`src/hw/cps_pkg.sv`:
```
// Constants and types for the continuity pre-test sequencer
// Functional notes
// - Power-up: normal relays, ground sensing active
// - Start low begins one-second measurement
// - Measurement: split line/neutral, probe neutral
// - Testing indicator only after pre-check passes
// - Measurement end samples ready, sets fail
// - Fail latched: alarm pulses, fail asserted
// - Reset pulse clears fail and alarm
// - Pass starts one-second settling interval
// - Settling end restores normal relays
// - Settling end issues 20 ms start pulse
// - Controller start comes from this block
package cps_pkg;

    // ------------------------------------------------------------------
    // Timing
    // ------------------------------------------------------------------
    localparam int unsigned CLK_HZ        = 200_000_000;
    localparam int unsigned MEAS_MS       = 1000;
    localparam int unsigned SETTLE_MS     = 1000;
    localparam int unsigned START_PULSE_MS = 20;
    localparam int unsigned BEEP_HALF_MS  = 333;
    localparam int unsigned CYC_PER_MS    = CLK_HZ / 1000;
    localparam int unsigned MEAS_CYC      = MEAS_MS * CYC_PER_MS;
    localparam int unsigned SETTLE_CYC    = SETTLE_MS * CYC_PER_MS;
    localparam int unsigned PULSE_CYC     = START_PULSE_MS * CYC_PER_MS;
    localparam int unsigned BEEP_HALF_CYC = BEEP_HALF_MS * CYC_PER_MS;
    localparam int unsigned CNT_W         = 28;

    // ------------------------------------------------------------------
    // Relay drive
    // ------------------------------------------------------------------
    typedef struct packed {
        logic line_neutral_tie;   // Line tied to neutral
        logic ref_res_connect;    // Ground-sense reference in circuit
        logic line_return_tie;    // Line tied to return
        logic probe_connect;      // Probe through reference path to neutral
    } cps_relay_t;

    localparam cps_relay_t RELAY_NORMAL = 4'b1100;
    localparam cps_relay_t RELAY_MEAS   = 4'b0011;

    typedef enum logic [4:0] {
        ST_IDLE   = 5'b0_0001,
        ST_MEAS   = 5'b0_0010,
        ST_SETTLE = 5'b0_0100,
        ST_PULSE  = 5'b0_1000,
        ST_FAIL   = 5'b1_0000
    } cps_state_t;

endpackage : cps_pkg

```
`src/hw/cps_seq.sv`:
```
// Continuity pre-test sequencer top
`timescale 1ns/10ps
module cps_seq
    import cps_pkg::*;
#(
    parameter int unsigned MEAS_CYCLES   = MEAS_CYC,
    parameter int unsigned SETTLE_CYCLES = SETTLE_CYC,
    parameter int unsigned PULSE_CYCLES  = PULSE_CYC,
    parameter int unsigned BEEP_CYCLES   = BEEP_HALF_CYC
)(
    input  wire logic ref_clk,      // 200 MHz clock
    input  wire logic reset,        // Synchronous reset, also clears fail
    input  wire logic start_n,      // Operator start, active low pin
    input  wire logic ready,        // Ground-sense ready line, high = mismatch
    output cps_relay_t relay_q,     // Relay drive
    output logic      testing_q,    // Testing indicator
    output logic      fail_q,       // Fail output
    output logic      alarm_q,      // Alarm drive
    output logic      hv_start_q    // Start pulse to main controller
);

    // ------------------------------------------------------------------
    // Input synchronisers
    // ------------------------------------------------------------------
    logic start_n_s;
    logic ready_s;

    cps_sync #(.RST_VAL(1'b1)) u_sync_start (
        .ref_clk (ref_clk),
        .reset   (reset),
        .d       (start_n),
        .q       (start_n_s)
    );

    cps_sync #(.RST_VAL(1'b0)) u_sync_ready (
        .ref_clk (ref_clk),
        .reset   (reset),
        .d       (ready),
        .q       (ready_s)
    );

    // ------------------------------------------------------------------
    // Start edge detector
    // ------------------------------------------------------------------
    logic start_prev_q;
    logic start_prev_d;
    logic start_fall;

    // History resets to the idle level of the pin, so a button held
    // through reset counts as a press once it passes the synchroniser
    always_comb
    begin
        start_prev_d = start_n_s;
        start_fall   = start_prev_q & ~start_n_s;
    end

    always_ff @(posedge ref_clk)
    begin
        if (reset)
        begin
            start_prev_q <= 1'b1;
        end
        else
        begin
            start_prev_q <= start_prev_d;
        end
    end

    // ------------------------------------------------------------------
    // Interval end decode
    // ------------------------------------------------------------------
    localparam logic [CNT_W-1:0] MEAS_LAST   = CNT_W'(MEAS_CYCLES - 1);
    localparam logic [CNT_W-1:0] SETTLE_LAST = CNT_W'(SETTLE_CYCLES - 1);
    localparam logic [CNT_W-1:0] PULSE_LAST  = CNT_W'(PULSE_CYCLES - 1);
    localparam logic [CNT_W-1:0] BEEP_LAST   = CNT_W'(BEEP_CYCLES - 1);

    cps_state_t       state_q;
    cps_state_t       state_d;
    logic [CNT_W-1:0] cnt_q;
    logic [CNT_W-1:0] cnt_d;
    logic             meas_end;
    logic             settle_end;
    logic             pulse_end;

    always_comb
    begin
        meas_end   = (state_q == ST_MEAS) && (cnt_q == MEAS_LAST);
        settle_end = (state_q == ST_SETTLE) && (cnt_q == SETTLE_LAST);
        pulse_end  = (state_q == ST_PULSE) && (cnt_q == PULSE_LAST);
    end

    // ------------------------------------------------------------------
    // Interval counter
    // ------------------------------------------------------------------
    // One counter times all three intervals; it restarts from zero at
    // every boundary so each interval is exactly its own length
    always_comb
    begin
        cnt_d = '0;
        case (state_q)
            ST_MEAS:
            begin
                if (!meas_end)
                begin
                    cnt_d = cnt_q + CNT_W'(1);
                end
            end
            ST_SETTLE:
            begin
                if (!settle_end)
                begin
                    cnt_d = cnt_q + CNT_W'(1);
                end
            end
            ST_PULSE:
            begin
                if (!pulse_end)
                begin
                    cnt_d = cnt_q + CNT_W'(1);
                end
            end
            default:
            begin
                cnt_d = '0;
            end
        endcase
    end

    always_ff @(posedge ref_clk)
    begin
        if (reset)
        begin
            cnt_q <= '0;
        end
        else
        begin
            cnt_q <= cnt_d;
        end
    end

    // ------------------------------------------------------------------
    // Sequencer state
    // ------------------------------------------------------------------
    always_comb
    begin
        state_d = state_q;
        case (state_q)
            ST_IDLE:
            begin
                if (start_fall)
                begin
                    state_d = ST_MEAS;
                end
            end
            ST_MEAS:
            begin
                // Ready is looked at once, as the measurement closes
                if (meas_end && ready_s)
                begin
                    state_d = ST_FAIL;
                end
                else if (meas_end)
                begin
                    state_d = ST_SETTLE;
                end
            end
            ST_SETTLE:
            begin
                if (settle_end)
                begin
                    state_d = ST_PULSE;
                end
            end
            ST_PULSE:
            begin
                if (pulse_end)
                begin
                    state_d = ST_IDLE;
                end
            end
            ST_FAIL:
            begin
                // Only reset leaves the fail latch; start is not looked at
                state_d = ST_FAIL;
            end
            default:
            begin
                state_d = ST_IDLE;
            end
        endcase
    end

    always_ff @(posedge ref_clk)
    begin
        if (reset)
        begin
            state_q <= ST_IDLE;
        end
        else
        begin
            state_q <= state_d;
        end
    end

    // ------------------------------------------------------------------
    // Alarm cadence
    // ------------------------------------------------------------------
    logic [CNT_W-1:0] beep_q;
    logic [CNT_W-1:0] beep_d;
    logic             alarm_d;

    // Alarm sounds from the cycle the latch sets and toggles every
    // half period, so the beep rate is set by BEEP_CYCLES alone
    always_comb
    begin
        beep_d  = '0;
        alarm_d = 1'b0;
        case (state_q)
            ST_FAIL:
            begin
                if (beep_q == BEEP_LAST)
                begin
                    beep_d  = '0;
                    alarm_d = ~alarm_q;
                end
                else
                begin
                    beep_d  = beep_q + CNT_W'(1);
                    alarm_d = alarm_q;
                end
            end
            ST_MEAS:
            begin
                if (meas_end && ready_s)
                begin
                    alarm_d = 1'b1;
                end
            end
            default:
            begin
                beep_d  = '0;
                alarm_d = 1'b0;
            end
        endcase
    end

    always_ff @(posedge ref_clk)
    begin
        if (reset)
        begin
            beep_q  <= '0;
            alarm_q <= 1'b0;
        end
        else
        begin
            beep_q  <= beep_d;
            alarm_q <= alarm_d;
        end
    end

    // ------------------------------------------------------------------
    // Output registers
    // ------------------------------------------------------------------
    cps_relay_t relay_d;
    logic       testing_d;
    logic       fail_d;
    logic       hv_start_d;

    // Outputs follow the state being entered, so each changes on the
    // same edge as the state while every port stays a flip-flop
    always_comb
    begin
        relay_d    = RELAY_NORMAL;
        testing_d  = testing_q;
        fail_d     = 1'b0;
        hv_start_d = 1'b0;
        case (state_d)
            ST_IDLE:
            begin
                relay_d = RELAY_NORMAL;
            end
            ST_MEAS:
            begin
                relay_d   = RELAY_MEAS;
                testing_d = 1'b0;
            end
            ST_SETTLE:
            begin
                // Probe relays stay in until the settling interval ends
                relay_d = RELAY_MEAS;
            end
            ST_PULSE:
            begin
                relay_d    = RELAY_NORMAL;
                hv_start_d = 1'b1;
                testing_d  = 1'b1;
            end
            ST_FAIL:
            begin
                fail_d    = 1'b1;
                testing_d = 1'b0;
            end
            default:
            begin
                relay_d = RELAY_NORMAL;
            end
        endcase
    end

    always_ff @(posedge ref_clk)
    begin
        if (reset)
        begin
            relay_q    <= RELAY_NORMAL;
            testing_q  <= 1'b0;
            fail_q     <= 1'b0;
            hv_start_q <= 1'b0;
        end
        else
        begin
            relay_q    <= relay_d;
            testing_q  <= testing_d;
            fail_q     <= fail_d;
            hv_start_q <= hv_start_d;
        end
    end

endmodule : cps_seq

```
`src/hw/cps_sync.sv`:
```
// Two-flop synchroniser for pin inputs
`timescale 1ns/10ps
module cps_sync
    import cps_pkg::*;
#(
    parameter logic RST_VAL = 1'b0
)(
    input  wire logic ref_clk,  // Clock
    input  wire logic reset,    // Synchronous reset
    input  wire logic d,        // Asynchronous input
    output logic      q         // Synchronised output
);
    logic meta_q;
    logic meta_d;
    logic q_d;

    always_comb
    begin
        meta_d = d;
        q_d    = meta_q;
    end

    always_ff @(posedge ref_clk)
    begin
        if (reset)
        begin
            meta_q <= RST_VAL;
            q      <= RST_VAL;
        end
        else
        begin
            meta_q <= meta_d;
            q      <= q_d;
        end
    end
endmodule : cps_sync

```
`config.mk`:
```
export PLATFORM = sky130hd
export DESIGN_NAME = cps_seq
export DESIGN_NICKNAME = d
export VERILOG_FILES = /design/src/hw/cps_pkg.sv /design/src/hw/cps_seq.sv /design/src/hw/cps_sync.sv
export SDC_FILE = /design/constraint.sdc
export NUM_CORES = 1
export LEC_CHECK = 0
export BUFFER_PORTS_ARGS = -buffer_cell sky130_fd_sc_hd__buf_4
export CAP_MARGIN = 15
export CORE_MARGIN = 2
export CORE_UTILIZATION = 61
export CTS_CLUSTER_DIAMETER = 150
export DETAILED_ROUTE_END_ITERATION = 10
export PLACE_DENSITY = 0.89
export SLEW_MARGIN = 40
export SYNTH_ARGS = -nofsm -noshare
export SYNTH_HDL_FRONTEND = slang
export SYNTH_SLANG_ARGS = --single-unit
```
`constraint.sdc`:
```
create_clock -name ref_clk -period 2.3 [get_ports ref_clk]
set_clock_uncertainty 0.1 [all_clocks]
set_input_delay 0.115 -clock ref_clk [delete_from_list [all_inputs] [get_ports ref_clk]]
set_output_delay 0.115 -clock ref_clk [all_outputs]
set_load 0.02 [all_outputs]
```
==> run_results.csv, run 1 <==
group,metric,value,unit
run_status,status,"finished, final reports clean",
sta,maxSlewViolCount,0,
global_routing,grt_max_degree,29,
floorplanning,die-area,0.00597,mm2
setup_path,required,2.47,ns
layout,nNetsFinal,395,
global_routing,grt_use_total,24.1,%
clock_network,cts.sinks,72,
layout,final_common_cell,"nor2_1",
min_path,holdCritPathClass,"reg2reg",
route,wire_per_inst,14.4,um
yosys,netlist_instances,371,
sta,fin_crit_sh,95.0,%
yosys,syn_area,0.00327,mm2
route,viasPerCell,5.67,
clock_network,cts.clk_slew.worst_paths,0.08,ns
placed_design,dp_cells,442,
layout,nFillCells,355,
setup_path,crit_path_end_kind,"flop",
setup_path,worst_path_max_delay_cell,"or4_1",
yosys,synth-seq-cells,72,
clock_network,cts_made_buffers,9,
sta,worst_pin_slew,0.529,ns
min_path,min_path_cells,1,
sta,max_freq,0.458,GHz
route,drt_pass1_iterations,4,
min_path,worstHoldStart,"u_sync_start.meta_q$_SDFF_PP1_",
layout,diodes,0,
setup_path,path_buf_inv,1,
sta,relSlewSlack,64.2,%
floorplanning,start_util,63.7,%
yosys,yosys_warnings,0,
global_routing,grt_pass1_wl,11600,um
global_routing,antenna_found_initial,0,
clock_network,tritoncts,"done",
layout,stdcell_count,464,
setup_path,r2r-end,"alarm_q$_SDFFE_PP0P_",
yosys,syn_nets,377,
placed_design,postPlaceCellArea,0.00341,mm2
setup_path,critPathTopFamily,"simple AND/OR/NAND/NOR gates",
placed_design,dp_hpwl,4240,um
yosys,synth_edf_count,0,
sta,period_minus_slack,2.19,ns
layout,syn2layout_area_growth,12.3,%
global_routing,grt_pass1_vias,2692,
clock_network,clock_path_buffers,2,
setup_path,r2r_start,"cnt_q[10]$_SDFF_PP0_",
setup_path,start_kind,"flop",
sta,hold_violations,0,
floorplanning,io-pin-count,12,
yosys,ys_async_sr_fraction,0,%
job,cap_violations,0,
route,vias,2633,
yosys,ys_seq_area_share,44.0,%
route,dr.first_iter.drc_count,210,
layout,stdcell_area,0.00368,mm2
yosys,synth_cell_types,46,
floorplanning,die_w,77.3,um
floorplanning,rows,26,
layout,utilization,71.6,%
min_path,hold_end,"u_sync_start.q$_SDFF_PP1_",
pwr,power_density,630,mW/mm2
clock_network,cts_htree_levels,3,
setup_path,r2r_slack,0.11,ns
layout,multiInputGateArea,0.00171,mm2
clock_network,cts-root-buf,"clkbuf_8",
setup_path,crit_chain,"or4_1 -> nor4_4 -> buf_4 -> and3_1 -> nand3_1 -> a211oi_1",
pwr,peakVddDrop,0.489,mV
layout,layout_common_cells,"75 x nor2_1, 72 x dfxtp_1, 44 x xnor2_1, 24 x nand3_1, 18 x nand2_1",
setup_path,crit_type,"reg2reg",
route,drt-total-wl,6670,um
setup_path,crit_path_max_fanout,6,
yosys,synth_flop_cell,"dfxtp_1",
sta,finalSetupViolations,0,
global_routing,gr-total-overflow,0,
pwr,p_leak,1.10,nW
placed_design,io_buffers,11,
floorplanning,core_area,0.00514,mm2
yosys,syn_area_per_cell,8.83,um2
setup_path,cp.arrival,2.36,ns
layout,drive_above_1_share,12.2,%
setup_path,reg2reg_depth,6,
placed_design,place_congestion,0.861,
layout,ff_latch_area,0.00144,mm2
route,drc_errors,0,
setup_path,critPathMaxStageDelay,0.58,ns
floorplanning,fp.dieH,77.3,um
route,ant_nets,0,
clock_network,insertion_delay,0.35,ns
==> flip-flops by register name (all words and copies together), names as in the netlist <==
name / cells
beep_q: 28
u_sync_ready.meta_q: 1
u_sync_start.q: 1
start_prev_q: 1
alarm_q: 1
hv_start_q: 1
u_sync_start.meta_q: 1
relay_q: 2
state_q: 5
u_sync_ready.q: 1
fail_q: 1
testing_q: 1
cnt_q: 28
==> per-layer routing <==
metal | share of wire, % | track usage [%]
met1 | 43 | 27.8
met4 | 2.8 | 10.9
met5 | 0 | 0
met3 | 3.7 | 7.18
met2 | 51 | 40.9
==> kinds of logic after synthesis <==
kind of cell / Yosys count / synth area share, %
compound gates: 18 / 4.43
xor+xnor: 53 / 14.2
fa+ha+maj: 2 / 0.764
buf+inv: 27 / 4.01
flops: 72 / 44.0
mux: 1 / 0.306
simple gates: 198 / 32.3
==> worst register-to-register path, stage by stage, from the launching register on <==
cell      delay (ns)
dfxtp_1         0.36
or4_1           0.58
nor4_4          0.27
buf_4           0.18
and3_1          0.21
nand3_1         0.18
a211oi_1        0.24
==> power breakdown <==
part	total, W	switching (W)	internal, W
logic	0.0000428	0.0000197	0.0000231
registers	0.00126	0.00000474	0.00125
clock network	0.00102	0.000485	0.000534
==> what timing repair did <==
item | in CTS | in global routing
hold buffers | 5 | 0
gates resized for setup | 0 | 1
hold endpoints to repair | 9 | 0
buffers inserted | 0 | 1
endpoints found under the setup margin | 0 | 33
==> area by class of cell <==
cell class	count	area share (%)
Sequential cell	72	39.2
Tap cell	70	2.38
Timing Repair Buffer	23	5.37
Inverter	11	1.12
Clock inverter	6	1.84
Multi-Input combinational cell	272	46.4
Clock buffer	10	3.74
==> worst max-delay path by stage <==
| stage | end | from | slack (ns) | depth (start not counted) |
|---|---|---|---|---|
| finish | alarm_q$_SDFFE_PP0P_ | cnt_q[10]$_SDFF_PP0_ | 0.11 | 6 |
| global route | state_q[4]$_SDFF_PP0_ | cnt_q[10]$_SDFF_PP0_ | -0.02 | 6 |
| CTS | cnt_q[26]$_SDFF_PP0_ | cnt_q[0]$_SDFF_PP0_ | 0.04 | 6 |
| detailed placement | cnt_q[24]$_SDFF_PP0_ | cnt_q[0]$_SDFF_PP0_ | 0.09 | 6 |
| global placement | cnt_q[26]$_SDFF_PP0_ | cnt_q[0]$_SDFF_PP0_ | 0.17 | 6 |
| floorplan | cnt_q[26]$_SDFF_PP0_ | cnt_q[0]$_SDFF_PP0_ | 0.27 | 7 |
==> cell usage after synthesis, types with 3 or more instances <==
cell type,count,area [um2]
nand4_1,12,75.1
clkbuf_1,6,22.5
inv_1,11,41.3
and4_1,6,52.6
or2_2,3,18.8
nand2_1,18,67.6
dfxtp_1,72,1440
nor4_2,4,50.1
or4_1,3,22.5
nor3_1,14,70.1
o21ai_0,3,15.0
nor4_1,9,56.3
buf_2,6,30.0
nor2_1,75,282
and3_1,4,25.0
nand3_1,24,120
xnor2_1,44,385
nand3b_1,3,22.5
nor2b_1,10,62.6
xor2_1,9,78.8
==> metrics by stage <==
stage / setup WS, ns / hold slack (ns) / setup TNS (ns) / power, W
floorplan: 0.273 / 0.0866 / 0 / 0.00131
global placement: 0.166 / 0.202 / 0 / 0.00132
detailed placement: 0.0911 / 0.202 / 0 / 0.00132
CTS: 0.0418 / 0.324 / 0 / 0.00232
global route: -0.0231 / 0.349 / -0.0275 / 0.00239
finish: 0.114 / 0.328 / 0 / 0.00232
No activity file was read; power rests on OpenSTA's default activity.
==> run 2: changes to the inputs <==
--- a/config.mk
+++ b/config.mk
@@ -8,10 +8,11 @@
 export BUFFER_PORTS_ARGS = -buffer_cell sky130_fd_sc_hd__buf_4
 export CAP_MARGIN = 15
 export CORE_MARGIN = 2
-export CORE_UTILIZATION = 61
+export CORE_UTILIZATION = 66
 export CTS_CLUSTER_DIAMETER = 150
 export DETAILED_ROUTE_END_ITERATION = 10
-export PLACE_DENSITY = 0.89
+export PLACE_DENSITY = 0.94
+export SKIP_CTS_REPAIR_TIMING = 1
 export SLEW_MARGIN = 40
 export SYNTH_ARGS = -nofsm -noshare
 export SYNTH_HDL_FRONTEND = slang
==> constraint.sdc (replaced) <==
create_clock -name ref_clk -period 2.8 [get_ports ref_clk]
set_clock_uncertainty 0.1 [all_clocks]
set_input_delay 0.14 -clock ref_clk [delete_from_list [all_inputs] [get_ports ref_clk]]
set_output_delay 0.14 -clock ref_clk [all_outputs]
set_load 0.02 [all_outputs]
==> run_results.csv, run 2 (synthesis results as in run 1) <==
group,metric,value,unit
clock_network,cts.clk_slew.worst_paths,0.07,ns
sta,worst_pin_slew,0.520,ns
sta,finalSetupViolations,0,
layout,diodes,0,
placed_design,place_congestion,0.876,
setup_path,required,2.92,ns
route,wl_met3,318,um
setup_path,cp-startpoint,"cnt_q[0]$_SDFF_PP0_",
setup_path,worst_path_max_delay_cell,"nor4_4",
run_status,status,"finished, final reports clean",
setup_path,reg2reg_depth,7,
global_routing,grt_pass1_vias,2483,
route,dr.first_iter.drc_count,154,
route,top_layer_used,"met4",
sta,hold_violations,0,
sta,fin_tns_setup,0,ns
layout,nFillCells,320,
floorplanning,io-pin-count,12,
global_routing,grt_pass1_wl,10300,um
global_routing,antenna_found_initial,0,
global_routing,gr-total-overflow,0,
setup_path,crit_path_max_fanout,18,
layout,nNetsFinal,392,
floorplanning,die_w,74.4,um
global_routing,grt_use_total,23.9,%
clock_network,tritoncts,"done",
floorplanning,fp.dieH,74.4,um
placed_design,io_buffers,11,
clock_network,cts.sinks,72,
pwr,p_leak,1.06,nW
clock_network,cts_htree_levels,3,
setup_path,crit_path_end_kind,"flop",
route,wl_met1,2710,um
floorplanning,die-area,0.00554,mm2
clock_network,clock_path_buffers,2,
clock_network,cts-root-buf,"clkbuf_8",
setup_path,r2r_slack,0.35,ns
clock_network,cts_made_buffers,9,
setup_path,critPathMaxStageDelay,0.47,ns
placed_design,dp_hpwl,4440,um
layout,drive_above_1_share,11.3,%
setup_path,r2r_start,"cnt_q[0]$_SDFF_PP0_",
route,drt_pass1_iterations,5,
route,viasPerCell,5.79,
route,wire_per_inst,14.3,um
setup_path,crit_chain,"ha_1 -> nand4_1 -> nor4_4 -> a21oi_1 -> o21bai_4 -> buf_4 -> nor2_1",
sta,timing.hold.ws,0.320,ns
setup_path,r2r-end,"cnt_q[17]$_SDFF_PP0_",
setup_path,crit_type,"reg2reg",
setup_path,start_kind,"flop",
route,drt-total-wl,6560,um
floorplanning,start_util,68.9,%
pwr,power_density,493,mW/mm2
setup_path,cp.arrival,2.58,ns
layout,multiInputGateArea,0.00170,mm2
global_routing,grt_max_degree,29,
layout,final_common_cell,"nor2_1",
route,wl_met2,3370,um
layout,ff_latch_area,0.00144,mm2
layout,top_regs,"beep_q (28), cnt_q (28), state_q (5)",
sta,max_freq,0.408,GHz
layout,syn2layout_area_growth,10.0,%
pwr,peakVddDrop,0.345,mV
floorplanning,rows,25,
sta,fin_crit_sh,87.6,%
clock_network,insertion_delay,0.34,ns
sta,period_minus_slack,2.45,ns
setup_path,crit_end,"cnt_q[17]$_SDFF_PP0_",
job,cap_violations,0,
floorplanning,core_area,0.00475,mm2
sta,grt_setup_unrepaired,"false",
route,drc_errors,0,
sta,maxSlewViolCount,0,
sta,relSlewSlack,64.8,%
layout,layout_common_cells,"75 x nor2_1, 72 x dfxtp_1, 44 x xnor2_1, 24 x nand3_1, 18 x nand2_1",
min_path,holdCritPathClass,"reg2reg",
route,ant_nets,0,
route,vias,2652,
==> run 2: cell types whose count changed in the layout (fill, tap and decap cells not counted), sizes merged <==
cell,previous run,this run
dlygate4sd3,5,4
clkbuf,10,11
bufinv,1,0
clkinvlp,2,3
inv,12,11
buf,18,16
==> run 2: area by class of cell <==
cell class / count / share of cell area (%)
clock inverter: 5 / 0.903
timing repair buffer: 20 / 4.45
sequential: 72 / 40.0
tap: 67 / 2.33
clock buffer: 11 / 3.92
inverter: 11 / 1.15
multi-input combinational: 272 / 47.2
==> run 2: worst max-delay path, delay by kind of cell (launching register included) <==
family | cells | cell delay, ns
buffers and inverters | 1 | 0.29
DFF | 1 | 0.37
AOI/OAI and AO/OA | 2 | 0.55
adders and majority gates | 1 | 0.22
and+or+nand+nor | 3 | 0.81
==> run 2: worst min-delay path by stage <==
stage                                   start                              to  slack (ns)  depth (start not counted)
2_1_floorplan                           reset           state_q[3]$_SDFF_PP0_        0.11                          1
3_3_place_gp                          start_n  u_sync_start.meta_q$_SDFF_PP1_        0.23                          2
3_5_place_dp                          start_n  u_sync_start.meta_q$_SDFF_PP1_        0.23                          2
4_1_cts                               start_n  u_sync_start.meta_q$_SDFF_PP1_       -0.13                          2
5_1_grt        u_sync_start.meta_q$_SDFF_PP1_       u_sync_start.q$_SDFF_PP1_        0.32                          1
6_report       u_sync_start.meta_q$_SDFF_PP1_       u_sync_start.q$_SDFF_PP1_        0.32                          1
==> run 2: through the flow <==
step	cell area (um2)	utilization [%]	setup slack, ns	instances	power, W
after floorplan	3270	-	0.773	371	0.00108
after global routing	3600	75.8	0.191	458	0.00183
final	3600	75.8	0.348	458	0.00178
after CTS	3560	74.9	0.380	454	0.00178
after global placement	3390	71.3	0.554	438	0.00108
after detailed placement	3390	71.3	0.409	438	0.00109
==> run 2: routing by layer <==
metal  global-route usage (%)  vias to the layer above
met2                     42.5                       96
met4                     13.5                        0
met1                     26.3                     1240
li1                         -                     1300
met5                        0                        -
met3                     4.88                       16
==> run 2: power breakdown <==
group          switching [W]  total [W]  leakage [nW]  internal [W]
clock               0.000365   0.000707        0.0813      0.000342
combinational      0.0000165  0.0000344         0.396     0.0000179
sequential        0.00000451    0.00103         0.581       0.00103
total               0.000386    0.00178          1.06       0.00139
